### config.mk
export PLATFORM = sky130hd
export DESIGN_NAME = gcs_switchover
export DESIGN_NICKNAME = d
export VERILOG_FILES = /design/src/inc/gcs_pkg.sv /design/src/core/gcs_sync.sv /design/src/core/gcs_switchover.sv
export VERILOG_INCLUDE_DIRS = /design/src /design/src/inc
export SDC_FILE = /design/constraint.sdc
export NUM_CORES = 1
export LEC_CHECK = 0
export BUFFER_PORTS_ARGS = -buffer_cell sky130_fd_sc_hd__buf_2
export CORE_MARGIN = 3
export CORE_UTILIZATION = 25
export DETAILED_ROUTE_END_ITERATION = 7
export SLEW_MARGIN = 25
export SYNTH_ARGS = -nofsm -noshare
export SYNTH_HDL_FRONTEND = slang
export SYNTH_HIERARCHICAL = 1
export SYNTH_SLANG_ARGS = --single-unit
### constraint.sdc
create_clock -name clk_sys -period 2.2 [get_ports clk_sys]
set_clock_uncertainty 0.1 [all_clocks]
set_input_delay 0.44 -clock clk_sys [delete_from_list [all_inputs] [get_ports clk_sys]]
set_output_delay 0.44 -clock clk_sys [all_outputs]
set_load 0.05 [all_outputs]
### src/inc/gcs_defines.svh
// Timing and count constants of the glitchless clock switchover
`ifndef GCS_DEFINES_SVH
`define GCS_DEFINES_SVH

// ==========================================================
// System clock
`define GCS_CLK_PERIOD_NS      10
`define GCS_CLK_MHZ            100

// ==========================================================
// Supply-up reset timing: 12 ms per uF, i.e. 12 us per nF
`define GCS_POR_US_PER_NF      12
`define GCS_CAP_NF_DEFAULT     1000
`define GCS_POR_CYCLES_DEFAULT \
  (`GCS_CAP_NF_DEFAULT * `GCS_POR_US_PER_NF * `GCS_CLK_MHZ)

// ==========================================================
// Switchover stage lengths
`define GCS_STALL_CYCLES       64
`define GCS_LOW_EDGES          2
`define GCS_HIGH_EDGES         1
`define GCS_SEL_LIMIT_CYCLES   17

`endif

### src/inc/gcs_pkg.sv
// Types of the glitchless clock switchover
package gcs_pkg;

  // ========================================================
  // Switchover sequence states
  typedef enum logic [2:0] {
    GCS_FOLLOW,
    GCS_DRAIN,
    GCS_HOLD_HIGH,
    GCS_DROP,
    GCS_HOLD_LOW
  } gcs_state_t;

endpackage

### src/core/gcs_sync.sv
// Two-stage synchroniser bank for asynchronous pins
`timescale 1ns/100ps
`default_nettype none

module gcs_sync #(
  parameter int unsigned WIDTH = 1
) (
  // Clock and reset
  input  wire logic             clk_sys,
  input  wire logic             sys_rst,
  // Asynchronous inputs
  input  wire logic [WIDTH-1:0] async_in,
  // Synchronised outputs
  output logic      [WIDTH-1:0] sync_out
);

  logic [WIDTH-1:0] meta_r;
  logic [WIDTH-1:0] sync_r;

  // ========================================================
  // Two flip-flops per bit
  always_ff @(posedge clk_sys) begin
    if (sys_rst) begin
      meta_r <= '0;
      sync_r <= '0;
    end else begin
      meta_r <= async_in;
      sync_r <= meta_r;
    end
  end

  assign sync_out = sync_r;

endmodule // gcs_sync

`default_nettype wire

### src/core/gcs_switchover.sv
// Glitchless two-input clock switchover with failsafe hold
`timescale 1ns/100ps
`default_nettype none
`include "gcs_defines.svh"

// Notes on behaviour
// - Running: follow current, hold low, follow target
// - Current stuck high: high, low, then target
// - Stretched cycle phases exceed half target period
// - Current stuck low: low, then target
// - Amplitude loss acts as last valid level
// - Dead selected clock gives stable output level
// - Slowly degrading toggling clock passes unfiltered
// - Supply-up reset starts logic known, timed
// - Timing pin tied high: plain multiplexer
// - Following new clock within 17 cycles
// - Lost amplitude latches last valid level
module gcs_switchover #(
  parameter int unsigned POR_CYCLES   = `GCS_POR_CYCLES_DEFAULT,
  parameter int unsigned STALL_CYCLES = `GCS_STALL_CYCLES,
  parameter int unsigned LOW_EDGES    = `GCS_LOW_EDGES,
  parameter int unsigned HIGH_EDGES   = `GCS_HIGH_EDGES
) (
  // Clock and reset
  input  wire logic clk_sys,
  input  wire logic sys_rst,
  // Reference clocks and their amplitude detectors
  input  wire logic clock_input_a,
  input  wire logic clock_input_b,
  input  wire logic amplitude_ok_a,
  input  wire logic amplitude_ok_b,
  // Control pins
  input  wire logic clock_select,
  input  wire logic reset_timing_tied_high,
  // Clock output and status
  output logic      clock_out,
  output logic      selected_index,
  output logic      supply_reset_busy
);

  localparam int unsigned PORW = $clog2(POR_CYCLES + 1);
  localparam int unsigned STW  = $clog2(STALL_CYCLES + 1);
  localparam int unsigned EW   = $clog2(LOW_EDGES + HIGH_EDGES + 1);

  // ========================================================
  // Parameter checks
  if (STALL_CYCLES < 2 || LOW_EDGES < 1 || HIGH_EDGES < 1 ||
      POR_CYCLES < 1) begin : g_bad_param
    $error("gcs_switchover: unsupported parameter value");
  end

  // ========================================================
  // Input synchronisers
  logic [5:0] pin_q;

  gcs_sync #(
    .WIDTH (6)
  ) u_sync (
    .clk_sys  (clk_sys),
    .sys_rst  (sys_rst),
    .async_in ({reset_timing_tied_high, clock_select, amplitude_ok_b,
                amplitude_ok_a, clock_input_b, clock_input_a}),
    .sync_out (pin_q)
  );

  logic [1:0] clk_q;
  logic [1:0] amp_q;
  logic       sel_q;
  logic       bypass_q;

  assign clk_q    = pin_q[1:0];
  assign amp_q    = pin_q[3:2];
  assign sel_q    = pin_q[4];
  assign bypass_q = pin_q[5];

  // ========================================================
  // Supply-up reset timer
  logic [PORW-1:0] por_cnt_r;
  logic            por_busy;

  always_ff @(posedge clk_sys) begin
    if (sys_rst) begin
      por_cnt_r <= '0;
    end else if (por_busy) begin
      por_cnt_r <= por_cnt_r + PORW'(1);
    end
  end

  assign por_busy = (por_cnt_r != PORW'(POR_CYCLES));

  // ========================================================
  // Last valid level, edge and stall detection per clock
  logic [1:0]          last_lvl_r;
  logic [1:0]          prev_r;
  logic [1:0]          eff;
  logic [1:0]          rise;
  logic [1:0]          fall;
  logic [1:0]          stopped;
  logic [1:0][STW-1:0] idle_r;

  always_comb begin
    for (int i = 0; i < 2; i++) begin
      eff[i]     = amp_q[i] ? clk_q[i] : last_lvl_r[i];
      rise[i]    = eff[i] & ~prev_r[i];
      fall[i]    = ~eff[i] & prev_r[i];
      stopped[i] = (idle_r[i] == STW'(STALL_CYCLES));
    end
  end

  always_ff @(posedge clk_sys) begin
    if (sys_rst) begin
      last_lvl_r <= '0;
      prev_r     <= '0;
    end else begin
      for (int i = 0; i < 2; i++) begin
        if (amp_q[i]) begin
          last_lvl_r[i] <= clk_q[i];
        end
      end
      prev_r <= eff;
    end
  end

  always_ff @(posedge clk_sys) begin
    if (sys_rst) begin
      idle_r <= '0;
    end else begin
      for (int i = 0; i < 2; i++) begin
        if (rise[i] || fall[i]) begin
          idle_r[i] <= '0;
        end else if (!stopped[i]) begin
          idle_r[i] <= idle_r[i] + STW'(1);
        end
      end
    end
  end

  // ========================================================
  // Switchover sequencer
  gcs_pkg::gcs_state_t state_r;
  logic                cur_r;
  logic                tgt;
  logic [EW-1:0]       cnt_r;
  logic                out_r;

  assign tgt = ~cur_r;

  always_ff @(posedge clk_sys) begin
    if (sys_rst || por_busy) begin
      state_r <= gcs_pkg::GCS_FOLLOW;
      cur_r   <= 1'b0;
      cnt_r   <= '0;
    end else if (bypass_q) begin
      state_r <= gcs_pkg::GCS_FOLLOW;
      cur_r   <= sel_q;
      cnt_r   <= '0;
    end else begin
      unique case (state_r)
        gcs_pkg::GCS_FOLLOW: begin
          cnt_r <= '0;
          if (sel_q != cur_r) begin
            if (!stopped[cur_r]) begin
              state_r <= gcs_pkg::GCS_DRAIN;
            end else if (eff[cur_r]) begin
              state_r <= gcs_pkg::GCS_HOLD_HIGH;
            end else begin
              state_r <= gcs_pkg::GCS_HOLD_LOW;
            end
          end
        end
        gcs_pkg::GCS_DRAIN: begin
          if (fall[cur_r] || (stopped[cur_r] && !eff[cur_r])) begin
            state_r <= gcs_pkg::GCS_HOLD_LOW;
          end else if (stopped[cur_r]) begin
            state_r <= gcs_pkg::GCS_HOLD_HIGH;
          end
        end
        gcs_pkg::GCS_HOLD_HIGH: begin
          if (rise[tgt]) begin
            cnt_r <= cnt_r + EW'(1);
          end
          if (cnt_r == EW'(HIGH_EDGES)) begin
            state_r <= gcs_pkg::GCS_DROP;
          end
        end
        gcs_pkg::GCS_DROP: begin
          if (fall[tgt]) begin
            state_r <= gcs_pkg::GCS_HOLD_LOW;
            cnt_r   <= '0;
          end
        end
        gcs_pkg::GCS_HOLD_LOW: begin
          if (fall[tgt]) begin
            cnt_r <= cnt_r + EW'(1);
          end
          if (cnt_r == EW'(LOW_EDGES)) begin
            state_r <= gcs_pkg::GCS_FOLLOW;
            cur_r   <= tgt;
            cnt_r   <= '0;
          end
        end
      endcase
    end
  end

  // ========================================================
  // Output level
  always_ff @(posedge clk_sys) begin
    if (sys_rst || por_busy) begin
      out_r <= 1'b0;
    end else if (bypass_q) begin
      out_r <= eff[sel_q];
    end else begin
      unique case (state_r)
        gcs_pkg::GCS_FOLLOW,
        gcs_pkg::GCS_DRAIN: out_r <= eff[cur_r];
        gcs_pkg::GCS_HOLD_HIGH,
        gcs_pkg::GCS_DROP: out_r <= 1'b1;
        gcs_pkg::GCS_HOLD_LOW: out_r <= 1'b0;
      endcase
    end
  end

  assign clock_out         = out_r;
  assign selected_index    = cur_r;
  assign supply_reset_busy = por_busy;

endmodule // gcs_switchover

`default_nettype wire

==> impl_summary.log, run 1 <==
[metrics] standard cell core area: between 10000 and 15000 um2
[metrics] number of instances in the synthesized netlist: roughly 300
[metrics] Wirelength per Cell: between 10 and 15 um
[metrics] maximum clock path buffer count: 2
[metrics] Core Rows: 37
[metrics] summed instance area of the synthesized netlist: 2774 um2
[metrics] first-pass GRT wire length: 8.859 mm
[metrics] number of port buffers: 10
[metrics] insertion delay of the later-clocked pin in the worst-skew pair: roughly 310 ps
[metrics] leading cell type in the layout, fill and taps excluded: dfxtp_1
[metrics] TritonCTS buffer count: 5
[metrics] Setup Total Neg Slack: 0 ps
[metrics] final hold vios: 0
[metrics] area share of the largest cell type after synthesis: between 40% and 50%
[metrics] HPWL after DPL: around 3.6 mm
[metrics] fraction of layout instances using a drive strength above 1: a little under a fifth
[metrics] drt initial violations: 76
[metrics] Total Die Area: ~12000 um2
[metrics] worst slew margin relative to its limit: 72.79%
[metrics] net count of the finished layout: approximately 340
[metrics] via count of the routed design: roughly 2.0k
[metrics] Leak Pwr: 0.001205 uW
[metrics] Post-Synthesis Net Count: 323
[metrics] DRT Pass-1 Iters: 4
[metrics] clock tree from TritonCTS: built
[metrics] Residual DRC: 0
[metrics] number of antenna violations at the first check in global routing: 0
[metrics] gp weighted congestion: roughly 0.80
[metrics] path depth of the worst reg2reg path: 8
[metrics] endpoints failing setup: 0
[metrics] root cell of the clock tree: clkbuf_8
[metrics] Simple-Gate Fraction of Synth Area: around 28%
[metrics] Yosys warning count: 6
[metrics] Post-Synth Adder-Cell Area: between 5 and 6%
[metrics] final WL: between 5 and 6 mm
[metrics] multi-input combinational cell area: 1555 um2
[metrics] number of register bits inferred by synthesis: 56
[metrics] via count of the first global-routing pass: 2008
[metrics] compound-cell area share of the yosys netlist: just under 7%
[metrics] maximum number of pins on one net before global-route repair: 17
[metrics] ANT cells: 0
[metrics] time the worst path needs with I/O delays and setup: between 2000 and 2500 ps
[metrics] number of placed cells counting well taps: approximately 450
[metrics] CTS clk-pin slew, worst paths: 90 ps
[metrics] Worst EP arrival: about 1600 ps
[metrics] setup repair after global routing missed its margin: true
[metrics] critical path launch point type: register
[metrics] post-synthesis area per instance: about 9.2 um2
[metrics] most frequently used flop master after synthesis: dfxtp_1
[metrics] number of antenna-violating nets in the routed design: 0
[metrics] Setup CP Type: register to output port
[metrics] type of element capturing the critical path: output port
[metrics] Post-Layout Cell Count: 460
[metrics] top cell type by total area after synthesis: dfxtp_1
[metrics] worst vdd rail ir drop: ~230 uV
[metrics] Cell Pwr Density: 577.1 nW/um2
[metrics] effective utilization at floorplan: a little over a quarter
[metrics] share of the clock period used by the worst path: about 96%
[metrics] crit-path max FO: 2
[metrics] area overhead of the layout relative to synthesis: 14.89%
[metrics] final-layout fill cell count: between 1k and 1.5k
[metrics] post-synthesis sequential area ratio: around 40%
[metrics] number of synthesized flops with an enable pin: 0
[metrics] highest attainable clock frequency: between 0.4 and 0.5 GHz
[metrics] total I/O pin count: 11
[metrics] Final Total Pwr: 1839 uW
[metrics] final max-slew violation count: 0
[metrics] final global-route overflow total: 0
[metrics] path category of the worst min-delay check: input port to register
[metrics] Die W: ~110 um
[metrics] clock sink count: between 50 and 60
[metrics] xor-xnor portion of the synthesized cell area: around a tenth
[metrics] data required time of the critical path: 1660 ps
[metrics] commonest cells after routing, fill and taps aside: dfxtp_1 (55), nor2_1 (44), xor2_1 (21)
[metrics] GRT Resource Usage Total: 8.382%
[metrics] post-DR vias/cell: roughly 4.4
[metrics] vertical die dimension: between 100 and 150 um
[metrics] number of distinct library cells after synthesis: between 40 and 50
[metrics] main combinational cell family by area after synthesis: simple AND/OR/NAND/NOR gates
[metrics] Worst Hold Depth: 2
[metrics] max-cap check violation count: 0
[metrics] leading post-synthesis cells by cell area: dfxtp_1 (40%), xor2_1 (6.6%), nor2_1 (6.0%)
[metrics] share of async-settable or async-resettable flops after synthesis: 0%
[metrics] run status: finished clean
[metrics] slew of the pin with the lowest slew margin: between 400 and 500 ps
[metrics] portion of netlist area occupied by mux cells: between 4 and 5%
[metrics] depth of the CTS H-tree: 2
[metrics] sequential standard cell area: ~1100 um2
==> power by group <==
group	total [uW]	internal [uW]	switching, uW
sequential	1060	1040	22.5
combinational	109	53.3	56.0
clock	668	338	329
total	1840	1430	408
==> final cells by class <==
type / instances / share of cell area (%)
flip-flops and latches: 56 / 35.30
clock buffers: 6 / 2.277
inverters: 16 / 1.885
clock inverters: 2 / 1.099
multi-input cells: 219 / 48.80
well taps: 136 / 5.340
repair buffers: 25 / 5.300
==> worst max-delay path: stages, from the launching register on <==
cell and delay [ps]:
dfxtp_4 350, inv_1 70, ha_1 140, nor3b_2 150, nand4_1 140, or2_4 270, buf_6 150
==> metrics by stage <==
stage          utilization, %  hold WS [ps]  area (um2)  setup WS [ps]
3_3_place_gp            28.58         329.2        3017          187.9
5_1_grt                 30.19         224.4        3187         -32.16
6_report                30.19         235.2        3187          82.64
2_1_floorplan               -         314.8        2774          77.02
3_5_place_dp            28.58         325.6        3017          177.0
4_1_cts                 29.77         227.1        3142          4.980
==> cells by family (layout without fill, tap and decap cells) <==
group                      count (synthesis)  after routing
AOI/OAI and AO/OA                         27             27
xor gates and xnor gates                  32             32
adders and majority gates                 13             13
buffers and inverters                     27             49
DFF                                       56             56
muxes                                     11             11
and+or+nand+nor                          136            136
==> metal layers <==
metal / track usage [%] / share of wire [%] / vias to the layer above
met5: 0 / 0 / -
met4: 2.676 / 1.3 / 0
met2: 13.63 / 46 / 32
met3: 1.848 / 3.5 / 5
li1: - / - / 1051
met1: 11.10 / 50 / 936
==> flip-flops by register name, summed over array words and instances, names as in the netlist <==
signal,flops
prev_r,2
selected_index,1
state_r,3
u_sync/meta_r,6
clock_out,1
idle_r,14
u_sync/sync_out,6
cnt_r,2
por_cnt_r,21
==> path summary, 6_finish.rpt <==
path,to,slack (ps),start
max reg2reg,cnt_r[1]$_SDFFE_PP0P_,110,u_sync/sync_out[2]$_SDFF_PP0_
max,supply_reset_busy,80,por_cnt_r[1]$_SDFFE_PP0P_
min reg2reg,u_sync/sync_out[3]$_SDFF_PP0_,350,u_sync/meta_r[3]$_SDFF_PP0_
min,u_sync/meta_r[1]$_SDFF_PP0_,240,clock_input_b
==> synthesized netlist by cell type (2+ instances only) <==
master,number
inv_1,16
buf_6,3
and2b_2,2
and2_1,2
xnor2_1,11
or4b_1,2
o21ai_0,6
nand3_1,13
nand3b_1,2
a211oi_1,2
ha_1,13
buf_2,3
nand4_1,7
and3_1,6
nand2b_1,8
clkbuf_1,5
nor4b_2,2
mux2i_1,8
dfxtp_1,56
nor2b_4,2
nor2_1,44
nand2_1,16
and4_1,2
nor3_1,5
a21oi_1,9
nor3b_1,2
xor2_1,21
mux2_2,2
nor2b_1,2
a221oi_2,2
or2b_1,2
nor2b_2,8
nand3b_2,2
==> timing repair <==
| item | CTS | global route |
|---|---|---|
| gates resized for setup | 4 | 6 |
| pin swaps | 1 | 2 |
| endpoints found under the setup margin | 1 | 6 |
| setup buffers | 1 | 2 |
| hold buffers | 0 | 0 |
No activity file was read; power rests on OpenSTA's default activity.
==> inputs of run 2 (changes only) <==
--- a/config.mk
+++ b/config.mk
@@ -10,8 +10,7 @@
 export CORE_MARGIN = 3
 export CORE_UTILIZATION = 25
 export DETAILED_ROUTE_END_ITERATION = 7
-export SLEW_MARGIN = 25
+export SLEW_MARGIN = 40
 export SYNTH_ARGS = -nofsm -noshare
 export SYNTH_HDL_FRONTEND = slang
-export SYNTH_HIERARCHICAL = 1
 export SYNTH_SLANG_ARGS = --single-unit
==> impl_summary.log, run 2 <==
[metrics] run status: finished clean
[metrics] final WL: 5.181 mm (+3.1%)
[metrics] fraction of layout instances using a drive strength above 1: 16.04% (-2.8 points)
[metrics] Cell Pwr Density: 565.5 nW/um2 (-2.0%)
[metrics] crit-path max FO: 3 (+1)
[metrics] worst vdd rail ir drop: 277.5 uV (+21%)
[metrics] TritonCTS buffer count: 5 (unchanged)
[metrics] via count of the routed design: 2034 (+0.49%)
[metrics] number of port buffers: 10 (unchanged)
[metrics] final-layout fill cell count: 1058 (-4.3%)
[metrics] met1 WL: 2.368 mm (-5.2%)
[metrics] type of element capturing the critical path: output port
[metrics] PnR worst setup slack: 54.71 ps (-27.93 ps)
[metrics] count leader, synth: dfxtp_1
[metrics] via count of the first global-routing pass: 2029 (+1.0%)
[metrics] pre-CTS setup slack: 7.509 ps (-169.4 ps)
[metrics] net count of the finished layout: 338 (-1.7%)
[metrics] Largest register FFs: 21 (unchanged)
[metrics] setup repair after global routing missed its margin: true
[metrics] commonest cells after routing, fill and taps aside: dfxtp_1 (53), nor2_1 (46), xor2_1 (21)
[metrics] Core Rows: 36 (-2.7%)
[metrics] Yosys warning count: 0 (-6)
[metrics] GRT Resource Usage Total: 9.510% (+1.1 points)
[metrics] Die W: 109.1 um (-2.0%)
[metrics] effective utilization at floorplan: 26.43% (+0.15 points)
[metrics] maximum clock path buffer count: 2 (unchanged)
[metrics] number of placed cells counting well taps: 440 (-2.0%)
[metrics] ANT cells: 0 (unchanged)
[metrics] final hold slack: 236.0 ps (+0.7900 ps)
[metrics] highest attainable clock frequency: 0.4661 GHz (-1.3%)
[metrics] registers with the most flip-flops: por_cnt_r x21, idle_r x14
[metrics] worst slew margin relative to its limit: 73.62% (+0.83 points)
[metrics] gp weighted congestion: 0.7934 (-0.71%)
[metrics] slew of the pin with the lowest slew margin: 395.2 ps (-12.97 ps)
[metrics] post-DR vias/cell: 4.510 (+2.5%)
[metrics] path category of the worst min-delay check: input port to register
[metrics] first-pass GRT wire length: 9.032 mm (+2.0%)
[metrics] wire length on met3: 123 um (-29%)
[metrics] Wirelength per Cell: 11.49 um (+5.1%)
[metrics] Total Die Area: 11890 um2 (-4.1%)
[metrics] insertion delay of the later-clocked pin in the worst-skew pair: 310 ps (about the same)
[metrics] Setup CP Type: register to output port
[metrics] CTS clk-pin slew, worst paths: 100 ps (about the same)
[metrics] leading cell type in the layout, fill and taps excluded: dfxtp_1
[metrics] total I/O pin count: 11 (unchanged)
[metrics] vertical die dimension: 109.1 um (-2.0%)
[metrics] max-cap check violation count: 0 (unchanged)
[metrics] DRT Pass-1 Iters: 4 (unchanged)
[metrics] Post-Synthesis Net Count: 319 (-1.2%)
[metrics] endpoints failing setup: 0 (unchanged)
[metrics] cell at the slowest stage of the critical path: dfxtp_1
[metrics] share of the clock period used by the worst path: 97.51% (+1.3 points)
[metrics] most frequently used flop master after synthesis: dfxtp_1
[metrics] number of distinct library cells after synthesis: 46 (-6.1%)
[metrics] Leak Pwr: 0.001137 uW (-5.7%)
[metrics] maximum number of pins on one net before global-route repair: 27 (+10)
[metrics] area share of the largest cell type after synthesis: 42.22% (+1.8 points)
[metrics] clock tree from TritonCTS: built
[metrics] cells traversed along the worst timing path: nor4b_4, nand4_1, or2_4, buf_8
[metrics] number of antenna violations at the first check in global routing: 0 (unchanged)
[metrics] Final Total Pwr: 1746 uW (-5.0%)
[metrics] data required time of the critical path: 1660 ps (about the same)
[metrics] root cell of the clock tree: clkbuf_8
[metrics] standard cell core area: 10040 um2 (-4.8%)
[metrics] drt initial violations: 55 (-28%)
[metrics] top cell type by total area after synthesis: dfxtp_1
[metrics] max layer used: met4
[metrics] final hold vios: 0 (unchanged)
[metrics] summed instance area of the synthesized netlist: 2655 um2 (-4.3%)
[metrics] Buf+Inv Stages, Crit Path: 1 (-1)
[metrics] depth of the CTS H-tree: 2 (unchanged)
[metrics] time the worst path needs with I/O delays and setup: 2145 ps (+27.93 ps)
[metrics] post-synthesis sequential area ratio: 42.22% (+1.8 points)
[metrics] detailed-routed wire length on met2: 2.571 mm (+12%)
[metrics] post-synthesis area per instance: 8.910 um2 (-3.0%)
[metrics] HPWL after DPL: 3.681 mm (+1.9%)
[metrics] number of synthesized flops with an enable pin: 0 (unchanged)
[metrics] number of register bits inferred by synthesis: 56 (unchanged)
[metrics] critical path launch point type: register
[metrics] Post-Layout Cell Count: 451 (-2.0%)
[metrics] share of async-settable or async-resettable flops after synthesis: 0% (unchanged)
[metrics] Residual DRC: 0 (unchanged)
[metrics] Worst EP arrival: 1610 ps (+30 ps)
[metrics] ranking of synthesized cells by instance count: dfxtp_1 (56), nor2_1 (46), xor2_1 (21)
[metrics] cell family contributing the most delay on the critical path: simple AND/OR/NAND/NOR gates
[metrics] final max-slew violation count: 0 (unchanged)
[metrics] cts-stage hold buffer count: 0 (unchanged)
[metrics] largest incremental delay on the critical path: 380 ps (+30 ps)
[metrics] largest reg by FF count: por_cnt_r
[metrics] leading post-synthesis cells by cell area: dfxtp_1 (42%), xor2_1 (6.9%), nor2_1 (6.5%)
[metrics] area overhead of the layout relative to synthesis: 16.31%
[metrics] final global-route overflow total: 0 (unchanged)
[metrics] number of antenna-violating nets in the routed design: 0 (unchanged)
[metrics] number of instances in the synthesized netlist: 298 (-1.3%)
[metrics] clock sink count: 56 (unchanged)
==> run 2: cell types whose count changed in the layout (fill, tap and decap cells not counted), sizes merged, moves of 3 or more <==
| cell | delta |
|---|---|
| or3 | +3 |
| nand3b | -3 |
| mux2i | -3 |
| nand2 | -5 |
| nor2b | +3 |
| buf | -3 |
| nor3 | -3 |
| nand3 | +5 |
==> run 2: through the flow <==
stage / setup TNS (ps) / cell area [um2] / utilization (%)
after floorplan: 0 / 2655 / -
after global placement: 0 / 2897 / 28.84
after detailed placement: 0 / 2897 / 28.84
after CTS: 0 / 3039 / 30.26
after global routing: -52.00 / 3088 / 30.74
final: 0 / 3088 / 30.74
==> run 2: cell type report <==
| class | count | area, um2 | area share, % |
|---|---|---|---|
| multi-input cells | 218 | 1503 | 48.66 |
| flip-flops and latches | 56 | 1125 | 36.43 |
| well taps | 133 | 166.4 | 5.389 |
| repair buffers | 22 | 150.1 | 4.862 |
| clock buffers | 5 | 68.82 | 2.229 |
| inverters | 14 | 52.55 | 1.702 |
| clock inverters | 3 | 22.52 | 0.7293 |
==> run 2: path summary, 6_finish.rpt <==
path / cells after the start / end / from / slack [ps]
max: 4 / supply_reset_busy / por_cnt_r[12]$_SDFFE_PP0P_ / 50
min reg2reg: 1 / u_sync.sync_out[1]$_SDFF_PP0_ / u_sync.meta_r[1]$_SDFF_PP0_ / 340
min: 2 / u_sync.meta_r[0]$_SDFF_PP0_ / clock_input_a / 240
max reg2reg: 5 / clock_out$_SDFF_PP0_ / por_cnt_r[12]$_SDFFE_PP0P_ / 130
==> run 2: routing by layer <==
metal  vias up  GRT usage (%)
li1       1050              -
met4         0          3.607
met2        17          16.45
met1       957          10.86
met5         -              0
met3        10          3.079
==> run 2: cell families (layout without fill, tap and decap cells) <==
kind of cell / after synthesis / after routing / synth area share [%]
AOI/OAI and AO/OA: 33 / 33 / 8.435
xor gates and xnor gates: 31 / 31 / 10.23
adders and majority gates: 13 / 13 / 6.126
buffers and inverters: 24 / 44 / 3.581
DFF: 56 / 56 / 42.22
muxes: 7 / 7 / 2.733
and+or+nand+nor: 134 / 134 / 26.67
==> run 2: power breakdown <==
part / switching [uW] / internal [uW]
clock: 347 / 229
combinational: 55.4 / 50.0
sequential: 24.0 / 1040
total: 427 / 1320
==> run 2: what timing repair did <==
item,4_1_cts,5_1_grt
buffers inserted,3,0
resized for setup,10,10
pin swaps,3,3
setup endpoints to repair,2,6
==> run 2: worst register-to-register path: cells and delay by family, from the launching register on <==
kind	cells	cell delay [ps]
compound gates	1	410
buf+inv	1	170
flops	1	380
simple gates	3	880
